<file path="config.mk">
export PLATFORM = sky130hd
export DESIGN_NAME = adc_seq
export DESIGN_NICKNAME = d
export VERILOG_FILES = /design/src/rtl/adc_seq_pkg.sv /design/src/rtl/adc_seq.sv /design/src/rtl/gp_counter.sv
export VERILOG_INCLUDE_DIRS = /design/src /design/src/rtl
export SDC_FILE = /design/constraint.sdc
export NUM_CORES = 1
export LEC_CHECK = 0
export ABC_AREA = 0
export BUFFER_PORTS_ARGS = -buffer_cell sky130_fd_sc_hd__buf_2
export CORE_MARGIN = 2
export CORE_UTILIZATION = 55
export CTS_CLUSTER_DIAMETER = 30
export DETAILED_ROUTE_END_ITERATION = 8
export PLACE_DENSITY_LB_ADDON = 0.08
export SLEW_MARGIN = 20
export SYNTH_ARGS = -nofsm -noshare
export SYNTH_HDL_FRONTEND = slang
export SYNTH_SLANG_ARGS = --single-unit
export TNS_END_PERCENT = 10
</file>
<file path="constraint.sdc">
create_clock -name pclk -period 10 [get_ports pclk]
set_clock_uncertainty 0.15 [all_clocks]
set_input_delay 1.5 -clock pclk [delete_from_list [all_inputs] [get_ports pclk]]
set_output_delay 1.5 -clock pclk [all_outputs]
set_load 0.02 [all_outputs]
</file>
<file path="src/rtl/adc_seq_params.svh">
`ifndef ADC_SEQ_PARAMS_SVH
`define ADC_SEQ_PARAMS_SVH
`define CLK_HZ          100000000
`define TICK_HZ         10000000
`define TICK_DIV        (`CLK_HZ / `TICK_HZ)
`define OFS_CTRL        12'h000
`define OFS_CHAN        12'h004
`define OFS_OVS         12'h008
`define OFS_STATUS      12'h00c
`define OFS_START_DIV   12'h010
`define OFS_GP_CTRL     12'h014
`define OFS_GP_RELOAD   12'h018
`define OFS_GP_COUNT    12'h01c
`define OFS_REF_VALUE   12'h020
`define OFS_CAL_OFFSET  12'h024
`define OFS_CAL_GAIN    12'h028
`define OFS_RESULT      12'h02c
`define CTRL_ARMED      0
`define CTRL_SCAN       1
`define CTRL_CAL_EN     2
`define CTRL_SRC_LO     3
`define CTRL_SRC_HI     4
`define CTRL_REFSEL_LO  5
`define CTRL_REFSEL_HI  6
`define CTRL_SW_START   7
`define CTRL_HAS_REF    8
`define CTRL_HAS_RTCAL  9
`define GP_CTRL_EXTCLK  0
`define GP_CTRL_RUN     1
`define GAIN_UNITY      16'h8000
`define GAIN_SHIFT      15
`define REF_RESET       16'h0000
`define START_DIV_RST   32'h0000_00c8
`define CONV_CYCLES     8'h08
`define GP_RELOAD_RST   16'hffff
`endif

</file>
<file path="src/rtl/adc_seq_pkg.sv">
package adc_seq_pkg;
    typedef enum logic [1:0] {
        SRC_SOFTWARE,
        SRC_TIMER,
        SRC_EXTERNAL
    } start_src_e;
    typedef enum logic [1:0] {
        REF_NONE,
        REF_GROUND,
        REF_PRECISION
    } ref_sel_e;
    typedef enum logic [1:0] {
        SEQ_IDLE,
        SEQ_CONVERT,
        SEQ_WAIT
    } seq_state_e;
    typedef logic [15:0] sample_t;
endpackage : adc_seq_pkg

</file>
<file path="src/rtl/adc_seq.sv">
// Chosen here: the APB interface to the registers and the register offsets.
`timescale 1ns/1ps
`default_nettype none
`include "adc_seq_params.svh"
// Contract
// - Oversample count 0..255 shared by all channels.
// - Each channel converts once plus oversample count.
// - Finish a channel's oversamples before advancing.
// - Oversamples run back to back, no starts.
// - Software routes ground or precision reference.
// - Factory reference value readable by host.
// - Advanced variants correct results before delivery.
// - Two counters reserved for conversion start timing.
// - Third counter's gate, clock, output on connector.
// - GP counter clock internal 10MHz or pin.
// - GP counter is sixteen bits, programmable.
// - Sample start to end channel, then wrap.
// - Enable low finishes channel before stopping.
module adc_seq (
    input  wire logic        pclk,
    input  wire logic        presetn,
    input  wire logic        psel,
    input  wire logic        penable,
    input  wire logic        pwrite,
    input  wire logic [11:0] paddr,
    input  wire logic [31:0] pwdata,
    output var  logic [31:0] prdata,
    output var  logic        pready,
    output var  logic        pslverr,
    input  wire logic        conv_enable_pin,
    input  wire logic        ext_trigger_pin,
    input  wire logic        ctr_clk_pin,
    input  wire logic        ctr_gate_pin,
    output var  logic        ctr_out_pin,
    output var  logic        conv_start,
    output var  logic [6:0]  conv_channel,
    output var  logic [1:0]  conv_ref_sel,
    input  wire logic        conv_done,
    input  wire logic [15:0] conv_data
);
    logic [31:0] ctrl_reg;
    logic [13:0] chan_reg;
    logic [7:0]  ovs_reg;
    logic [31:0] start_div_reg;
    logic [1:0]  gp_ctrl_reg;
    logic [15:0] gp_reload_reg;
    logic [15:0] ref_value_reg;
    logic [15:0] cal_offset_reg;
    logic [15:0] cal_gain_reg;
    logic [15:0] result_reg;
    logic        result_new_reg;
    logic [31:0] div_cnt_reg;
    logic [7:0]  rep_cnt_reg;
    logic [6:0]  chan_ptr_reg;
    logic        scan_rest_reg;
    logic        start_reg;
    logic [1:0]  en_sync_reg;
    logic [2:0]  trig_sync_reg;
    logic [2:0]  cclk_sync_reg;
    logic [1:0]  gate_sync_reg;
    logic [3:0]  tick_cnt_reg;
    adc_seq_pkg::seq_state_e state_reg;
    logic [15:0] gp_count;
    logic        gp_out;

    // APB decode; zero-wait-state slave.
    wire         wr_en   = psel && penable && pwrite;
    wire         sel_any = (paddr <= `OFS_RESULT) && (paddr[1:0] == 2'b00);
    assign pready  = 1'b1;
    assign pslverr = psel && penable && !sel_any;

    wire [6:0] chan_lo  = chan_reg[6:0];
    wire [6:0] chan_hi  = chan_reg[13:7];
    wire       has_ref  = ctrl_reg[`CTRL_HAS_REF];
    wire       cal_on   = ctrl_reg[`CTRL_CAL_EN] && ctrl_reg[`CTRL_HAS_RTCAL];
    wire [1:0] src_sel  = ctrl_reg[`CTRL_SRC_HI:`CTRL_SRC_LO];
    wire       en_level = en_sync_reg[1];

    // Counters 1 and 2 are folded into one internal start divider, never shared.
    wire timer_hit = (div_cnt_reg == 32'h0000_0000);
    wire trig_edge = trig_sync_reg[1] && !trig_sync_reg[2];
    wire sw_start  = wr_en && (paddr == `OFS_CTRL) && pwdata[`CTRL_SW_START];
    wire start_evt = ctrl_reg[`CTRL_ARMED] &&
                     ((src_sel == adc_seq_pkg::SRC_SOFTWARE && sw_start) ||
                      (src_sel == adc_seq_pkg::SRC_TIMER && timer_hit) ||
                      (src_sel == adc_seq_pkg::SRC_EXTERNAL && trig_edge));

    wire last_rep  = (rep_cnt_reg == ovs_reg);
    wire last_chan = (chan_ptr_reg == chan_hi);
    wire [6:0] chan_next = last_chan ? chan_lo : chan_ptr_reg + 7'h01;
    wire go_idle   = conv_done && last_rep && (!en_level || !scan_rest_reg || last_chan);

    // Offset subtract then gain multiply with saturation to 16 bits.
    function automatic logic [15:0] correct(input logic [15:0] raw,
                                            input logic [15:0] ofs,
                                            input logic [15:0] gain);
        logic [16:0] diff;
        logic [32:0] prod;
        logic [17:0] shifted;
        diff    = {1'b0, raw} - {1'b0, ofs};
        prod    = {16'h0000, diff[15:0]} * {17'h00000, gain};
        shifted = prod[`GAIN_SHIFT+17:`GAIN_SHIFT];
        if (diff[16])
            correct = 16'h0000;
        else if (shifted > 18'h0ffff)
            correct = 16'hffff;
        else
            correct = shifted[15:0];
    endfunction : correct

    wire [15:0] corrected = cal_on ? correct(conv_data, cal_offset_reg, cal_gain_reg)
                                   : conv_data;

    always_ff @(posedge pclk or negedge presetn) begin
        if (!presetn) begin
            en_sync_reg   <= 2'b11;
            trig_sync_reg <= 3'b000;
            // The counter clock pin idles high, so no false edge follows reset.
            cclk_sync_reg <= 3'b111;
            gate_sync_reg <= 2'b11;
        end else begin
            en_sync_reg   <= {en_sync_reg[0], conv_enable_pin};
            trig_sync_reg <= {trig_sync_reg[1:0], ext_trigger_pin};
            cclk_sync_reg <= {cclk_sync_reg[1:0], ctr_clk_pin};
            gate_sync_reg <= {gate_sync_reg[0], ctr_gate_pin};
        end
    end

    // Register writes. Calibration data and the factory reference are host loaded.
    always_ff @(posedge pclk or negedge presetn) begin
        if (!presetn) begin
            ctrl_reg       <= 32'h0000_0000;
            chan_reg       <= 14'h0000;
            ovs_reg        <= 8'h00;
            start_div_reg  <= `START_DIV_RST;
            gp_ctrl_reg    <= 2'b00;
            gp_reload_reg  <= `GP_RELOAD_RST;
            ref_value_reg  <= `REF_RESET;
            cal_offset_reg <= 16'h0000;
            cal_gain_reg   <= `GAIN_UNITY;
        end else if (wr_en) begin
            unique case (paddr)
                `OFS_CTRL:       ctrl_reg       <= {22'h000000, pwdata[9:8], 1'b0, pwdata[6:0]};
                `OFS_CHAN:       chan_reg       <= pwdata[13:0];
                `OFS_OVS:        ovs_reg        <= pwdata[7:0];
                `OFS_START_DIV:  start_div_reg  <= pwdata;
                `OFS_GP_CTRL:    gp_ctrl_reg    <= pwdata[1:0];
                `OFS_GP_RELOAD:  gp_reload_reg  <= pwdata[15:0];
                `OFS_REF_VALUE:  ref_value_reg  <= pwdata[15:0];
                `OFS_CAL_OFFSET: cal_offset_reg <= pwdata[15:0];
                `OFS_CAL_GAIN:   cal_gain_reg   <= pwdata[15:0];
                default: ;
            endcase
        end
    end

    always_ff @(posedge pclk or negedge presetn) begin
        if (!presetn)
            div_cnt_reg <= `START_DIV_RST;
        else if (timer_hit)
            div_cnt_reg <= start_div_reg;
        else
            div_cnt_reg <= div_cnt_reg - 32'h0000_0001;
    end

    // Sequencer: one conversion in flight at a time.
    always_ff @(posedge pclk or negedge presetn) begin
        if (!presetn) begin
            state_reg     <= adc_seq_pkg::SEQ_IDLE;
            rep_cnt_reg   <= 8'h00;
            chan_ptr_reg  <= 7'h00;
            scan_rest_reg <= 1'b0;
            start_reg     <= 1'b0;
        end else begin
            start_reg <= 1'b0;
            unique case (state_reg)
                adc_seq_pkg::SEQ_IDLE: begin
                    if (!ctrl_reg[`CTRL_ARMED])
                        chan_ptr_reg <= chan_lo;
                    else if (start_evt && en_level) begin
                        state_reg     <= adc_seq_pkg::SEQ_CONVERT;
                        scan_rest_reg <= ctrl_reg[`CTRL_SCAN];
                        rep_cnt_reg   <= 8'h00;
                        start_reg     <= 1'b1;
                    end
                end
                adc_seq_pkg::SEQ_CONVERT: begin
                    if (conv_done) begin
                        if (!last_rep) begin
                            rep_cnt_reg <= rep_cnt_reg + 8'h01;
                            start_reg   <= 1'b1;
                        end else begin
                            rep_cnt_reg  <= 8'h00;
                            chan_ptr_reg <= chan_next;
                            if (go_idle)
                                state_reg <= adc_seq_pkg::SEQ_IDLE;
                            else
                                start_reg <= 1'b1;
                        end
                    end
                end
                default: state_reg <= adc_seq_pkg::SEQ_IDLE;
            endcase
        end
    end

    always_ff @(posedge pclk or negedge presetn) begin
        if (!presetn) begin
            result_reg     <= 16'h0000;
            result_new_reg <= 1'b0;
        end else if (conv_done && state_reg == adc_seq_pkg::SEQ_CONVERT) begin
            result_reg     <= corrected;
            result_new_reg <= 1'b1;
        end else if (psel && penable && !pwrite && paddr == `OFS_RESULT)
            result_new_reg <= 1'b0;
    end

    // Internal 10MHz tick from the 100MHz clock, or external edges.
    always_ff @(posedge pclk or negedge presetn) begin
        if (!presetn)
            tick_cnt_reg <= 4'h0;
        else if (tick_cnt_reg == 4'(`TICK_DIV - 1))
            tick_cnt_reg <= 4'h0;
        else
            tick_cnt_reg <= tick_cnt_reg + 4'h1;
    end

    wire int_tick = (tick_cnt_reg == 4'(`TICK_DIV - 1));
    wire ext_tick = cclk_sync_reg[1] && !cclk_sync_reg[2];
    wire gp_tick  = gp_ctrl_reg[`GP_CTRL_EXTCLK] ? ext_tick : int_tick;
    wire gp_load  = wr_en && paddr == `OFS_GP_RELOAD;
    // A write loads the bus word; a wrap at zero reloads the stored value.
    wire [15:0] gp_reload_val = gp_load ? pwdata[15:0] : gp_reload_reg;

    gp_counter u_gp (
        .pclk      (pclk),
        .presetn   (presetn),
        .tick      (gp_tick),
        .gate      (gate_sync_reg[1]),
        .run       (gp_ctrl_reg[`GP_CTRL_RUN]),
        .load      (gp_load),
        .reload    (gp_reload_val),
        .count     (gp_count),
        .out_level (gp_out)
    );

    always_ff @(posedge pclk or negedge presetn) begin
        if (!presetn)
            ctr_out_pin <= 1'b1;
        else
            ctr_out_pin <= gp_out;
    end

    always_ff @(posedge pclk or negedge presetn) begin
        if (!presetn)
            prdata <= 32'h0000_0000;
        else if (psel && !penable && !pwrite) begin
            unique case (paddr)
                `OFS_CTRL:       prdata <= ctrl_reg;
                `OFS_CHAN:       prdata <= {18'h00000, chan_reg};
                `OFS_OVS:        prdata <= {24'h000000, ovs_reg};
                `OFS_STATUS:     prdata <= {22'h000000, result_new_reg, en_level,
                                            chan_ptr_reg, state_reg != adc_seq_pkg::SEQ_IDLE};
                `OFS_START_DIV:  prdata <= start_div_reg;
                `OFS_GP_CTRL:    prdata <= {30'h00000000, gp_ctrl_reg};
                `OFS_GP_RELOAD:  prdata <= {16'h0000, gp_reload_reg};
                `OFS_GP_COUNT:   prdata <= {16'h0000, gp_count};
                `OFS_REF_VALUE:  prdata <= {16'h0000, ref_value_reg};
                `OFS_CAL_OFFSET: prdata <= {16'h0000, cal_offset_reg};
                `OFS_CAL_GAIN:   prdata <= {16'h0000, cal_gain_reg};
                `OFS_RESULT:     prdata <= {16'h0000, result_reg};
                default:         prdata <= 32'h0000_0000;
            endcase
        end
    end

    assign conv_start   = start_reg;
    assign conv_channel = chan_ptr_reg;
    // Economy variants lack the references, so the selection is forced off.
    assign conv_ref_sel = has_ref ? ctrl_reg[`CTRL_REFSEL_HI:`CTRL_REFSEL_LO] : 2'b00;

    a_ovs_count: assert property (@(posedge pclk) disable iff (!presetn)
        state_reg == adc_seq_pkg::SEQ_CONVERT |-> rep_cnt_reg <= ovs_reg)
        else $error("repeat count passed oversample setting");
    a_chan_hold: assert property (@(posedge pclk) disable iff (!presetn)
        conv_done && !last_rep && state_reg == adc_seq_pkg::SEQ_CONVERT
        |=> $stable(chan_ptr_reg))
        else $error("channel advanced before oversamples finished");
    a_back_back: assert property (@(posedge pclk) disable iff (!presetn)
        conv_done && !last_rep && state_reg == adc_seq_pkg::SEQ_CONVERT |=> conv_start)
        else $error("oversample not started at once");
    a_chan_wrap: assert property (@(posedge pclk) disable iff (!presetn)
        conv_done && last_rep && last_chan && state_reg == adc_seq_pkg::SEQ_CONVERT
        |=> chan_ptr_reg == $past(chan_lo))
        else $error("channel did not wrap to start");
    a_ref_gated: assert property (@(posedge pclk) disable iff (!presetn)
        !has_ref |-> conv_ref_sel == 2'b00)
        else $error("reference routed on a board without references");
    a_en_stop: assert property (@(posedge pclk) disable iff (!presetn)
        state_reg == adc_seq_pkg::SEQ_IDLE && !en_level |=> !conv_start)
        else $error("conversion started while disabled");
    a_cal_apply: assert property (@(posedge pclk) disable iff (!presetn)
        conv_done && state_reg == adc_seq_pkg::SEQ_CONVERT
        |=> result_reg == $past(corrected))
        else $error("result not corrected");
    a_gp_step: assert property (@(posedge pclk) disable iff (!presetn)
        gp_tick && gp_ctrl_reg[`GP_CTRL_RUN] && gate_sync_reg[1] && !gp_load && gp_count != 16'h0000
        |=> gp_count == $past(gp_count) - 16'h0001)
        else $error("counter did not step");
endmodule : adc_seq
`default_nettype wire

</file>
<file path="src/rtl/gp_counter.sv">
`timescale 1ns/1ps
`default_nettype none
`include "adc_seq_params.svh"
// Sixteen-bit down counter; counts a tick when its gate is high and reloads at zero.
module gp_counter (
    input  wire logic        pclk,
    input  wire logic        presetn,
    input  wire logic        tick,
    input  wire logic        gate,
    input  wire logic        run,
    input  wire logic        load,
    input  wire logic [15:0] reload,
    output var  logic [15:0] count,
    output var  logic        out_level
);
    logic [15:0] count_reg;
    logic        out_reg;
    wire         at_zero = (count_reg == 16'h0000);
    wire         step    = run && gate && tick;

    always_ff @(posedge pclk or negedge presetn) begin
        if (!presetn) begin
            count_reg <= `GP_RELOAD_RST;
            out_reg   <= 1'b1;
        end else if (load) begin
            count_reg <= reload;
            out_reg   <= 1'b1;
        end else if (step) begin
            count_reg <= at_zero ? reload : count_reg - 16'h0001;
            out_reg   <= at_zero ? ~out_reg : out_reg;
        end
    end

    assign count     = count_reg;
    assign out_level = out_reg;
endmodule : gp_counter
`default_nettype wire

</file>
==> reports/metrics.cfg <==
[global_route]
grt_first_pass_wirelength_um = 101000
gr-total-overflow = 0
grt_start_max_net_pins = 118
grt_pass1_vias = 18200
grt_antenna_before_repair = 1
groute.usage.overall = 0.311

[sta]
rsz0062_at_grt = no
fin_crit_sh = 0.942
final_max_slew_viol_count = 0
period_needed_ps = 9420
final-setup-viol-count = 0
hold_viol = 0
slew_headroom = 0.232
fmax_mhz = 106
tns_ps = 0
worst_pin_slew_ps = 1150

[job]
cap_violations = 0

[clock_tree]
cts.path.max_buffers = 3
clockRootBuffer = clkbuf_16
htreeDepth = 2
clk-insertion-delay-late_ps = 520
clkSinkCount = 260
ctsHoldBuffers = 0
cts_buffers = 37
path_clk_slew_ps = 60
cts_tree = built

[power_and_ir_drop]
p_leak_uw = 0.0119
p_total_uw = 2880
power_density_nw_per_um2 = 117
irDropWorstVdd_uv = 126

[setup_path]
r2r_start = cal_offset_reg[1]
cpMaxStageDelayCell = fa_1
startpoint_type = input pin
cp.required_ps = 10220
critPathCaptureType = flip-flop
crit_start = conv_data[0]
r2r_cells = 29
worstSetupPathType = input pin to flip-flop
crit_top_cell = fa_1
cp.arrival_ps = 9650
crit_path_max_incr_delay_ps = 540
path_max_fanout = 6

[place]
portBuffers = 113
place_area_um2 = 23200
hpwl_um = 46700
globalplace.congestion = 0.921

[yosys]
syn_area_um2 = 22000
syn_inst = 2327
synth_area_leaders = dfrtp_1, fa_1, ha_1
yosysSeqAreaShare = 0.299
yosysMostFrequentCell = inv_1
syn-mean-instance-area_um2 = 9.44
synth_common_cells = inv_1, nand2_1, dfrtp_1
synthFlopType = dfrtp_1
yosysWarningCount = 0
yosysTopAreaCell = dfrtp_1
ys_types = 78
synth_top_area_share = 0.242
syn_nets = 2714
synth-edff-count = 0
async_flop_share = 1.00
ys_ff_latch = 260

[floorplan]
coreArea_um2 = 39500
num_rows = 73
dieArea_um2 = 41500
die_x_um = 204
ioPinCount = 115
die-height_um = 204
initial_core_util = 0.555

[routing]
post-route-drc-count = 0
num_vias = 18000
route.final.wire_length_um = 62800
drt-vias-per-instance = 6.09
drtIter0Drc = 1650
drtAntennaViolNets = 0
post_drt_wl_per_cell_um = 21.2
dr.pass1.iters = 8

[final_layout]
n_antenna_cell = 0
syn2layout_area_growth_pct = 11.6
finalInstanceArea_um2 = 24500
fillCellCount = 3387
multi_input_area_um2 = 13900
final_core_util = 0.619
nets = 2795
final_layout_size_suffix_gt1_frac = 0.172
layout.area.seq_um2 = 6570

[min_path]
hp-class = flip-flop to flip-flop
min_path_cells = 0
holdCritStartpoint = trig_sync_reg[0]

[run_status]
outcome = complete, no violations

-- path summary, 6_finish.rpt --
path	end	slack [ps]
max	result_reg[10]	580
min	trig_sync_reg[1]	200
min reg2reg	trig_sync_reg[1]	200
max in group asynchronous	ref_value_reg[7]	7460
max reg2reg	result_reg[10]	1260
min in group asynchronous	rep_cnt_reg[5]	880
-- critical path, delay by kind of cell --
kind | cells | cell delay (ps)
buf+inv | 8 | 790
compound gates | 10 | 2460
fa+ha+maj | 9 | 3940
simple gates | 5 | 650
xor+xnor | 1 | 310
-- final cells by class --
class,count,share of cell area
Clock buffer,45,0.0412
Clock inverter,21,0.0110
Inverter,263,0.0403
Multi-Input combinational cell,1668,0.569
Sequential cell,260,0.268
Tap cell,525,0.0268
Timing Repair Buffer,178,0.0436
-- through the flow --
stage / hold slack [ps] / setup slack, ps / cells
after floorplan: 181 / 522 / 2327
after global placement: 186 / 213 / 2894
after detailed placement: 193 / 96.7 / 2894
after CTS: 201 / 583 / 2960
after global routing: 207 / 27.3 / 2960
final: 199 / 576 / 2960
-- where the power goes --
part           switching, uW  internal, uW  total [uW]
combinational            183           122         305
clock                    497           854        1350
sequential              77.9          1140        1220
-- cells in the final DEF, fill, tap and decap left out, drive strengths merged, types with 8 or more instances in the layout --
| master | n |
|---|---|
| a311oi | 8 |
| nand4 | 16 |
| a22o | 24 |
| o311ai | 23 |
| xnor2 | 51 |
| nor4 | 22 |
| ha | 123 |
| nor3b | 9 |
| a21oi | 98 |
| xor2 | 20 |
| nor2 | 134 |
| clkbuf | 45 |
| dfstp | 48 |
| and2 | 85 |
| o211ai | 13 |
| or4 | 18 |
| buf | 178 |
| nand2b | 8 |
| and3 | 24 |
| or3 | 11 |
| a31oi | 28 |
| o21a | 11 |
| nor3 | 29 |
| dfrtp | 212 |
| a22oi | 48 |
| clkinv | 10 |
| inv | 265 |
| fa | 194 |
| mux2 | 102 |
| o22ai | 11 |
| a21o | 15 |
| nand2 | 261 |
| o21ai | 83 |
| nor2b | 24 |
| a221oi | 13 |
| nand3 | 52 |
| a211oi | 13 |
| a222oi | 16 |
-- cells by family after synthesis --
logic type	after synthesis	share of synthesized area
simple gates	717	0.160
other cells	1	0.000171
flops	260	0.299
xor+xnor	71	0.0283
compound gates	457	0.143
buf+inv	399	0.0687
mux	105	0.0538
fa+ha+maj	317	0.247
-- routing by layer --
metal	share of wire	global-route usage
met5	0.00092	0.0143
met4	0.024	0.0813
met3	0.083	0.0602
met2	0.45	0.472
met1	0.44	0.456
-- timing repair --
item | CTS | global route
setup buffers | 0 | 0
setup endpoints to repair | 0 | 14
resized for setup | 0 | 1
No activity file was read; power rests on OpenSTA's default activity.
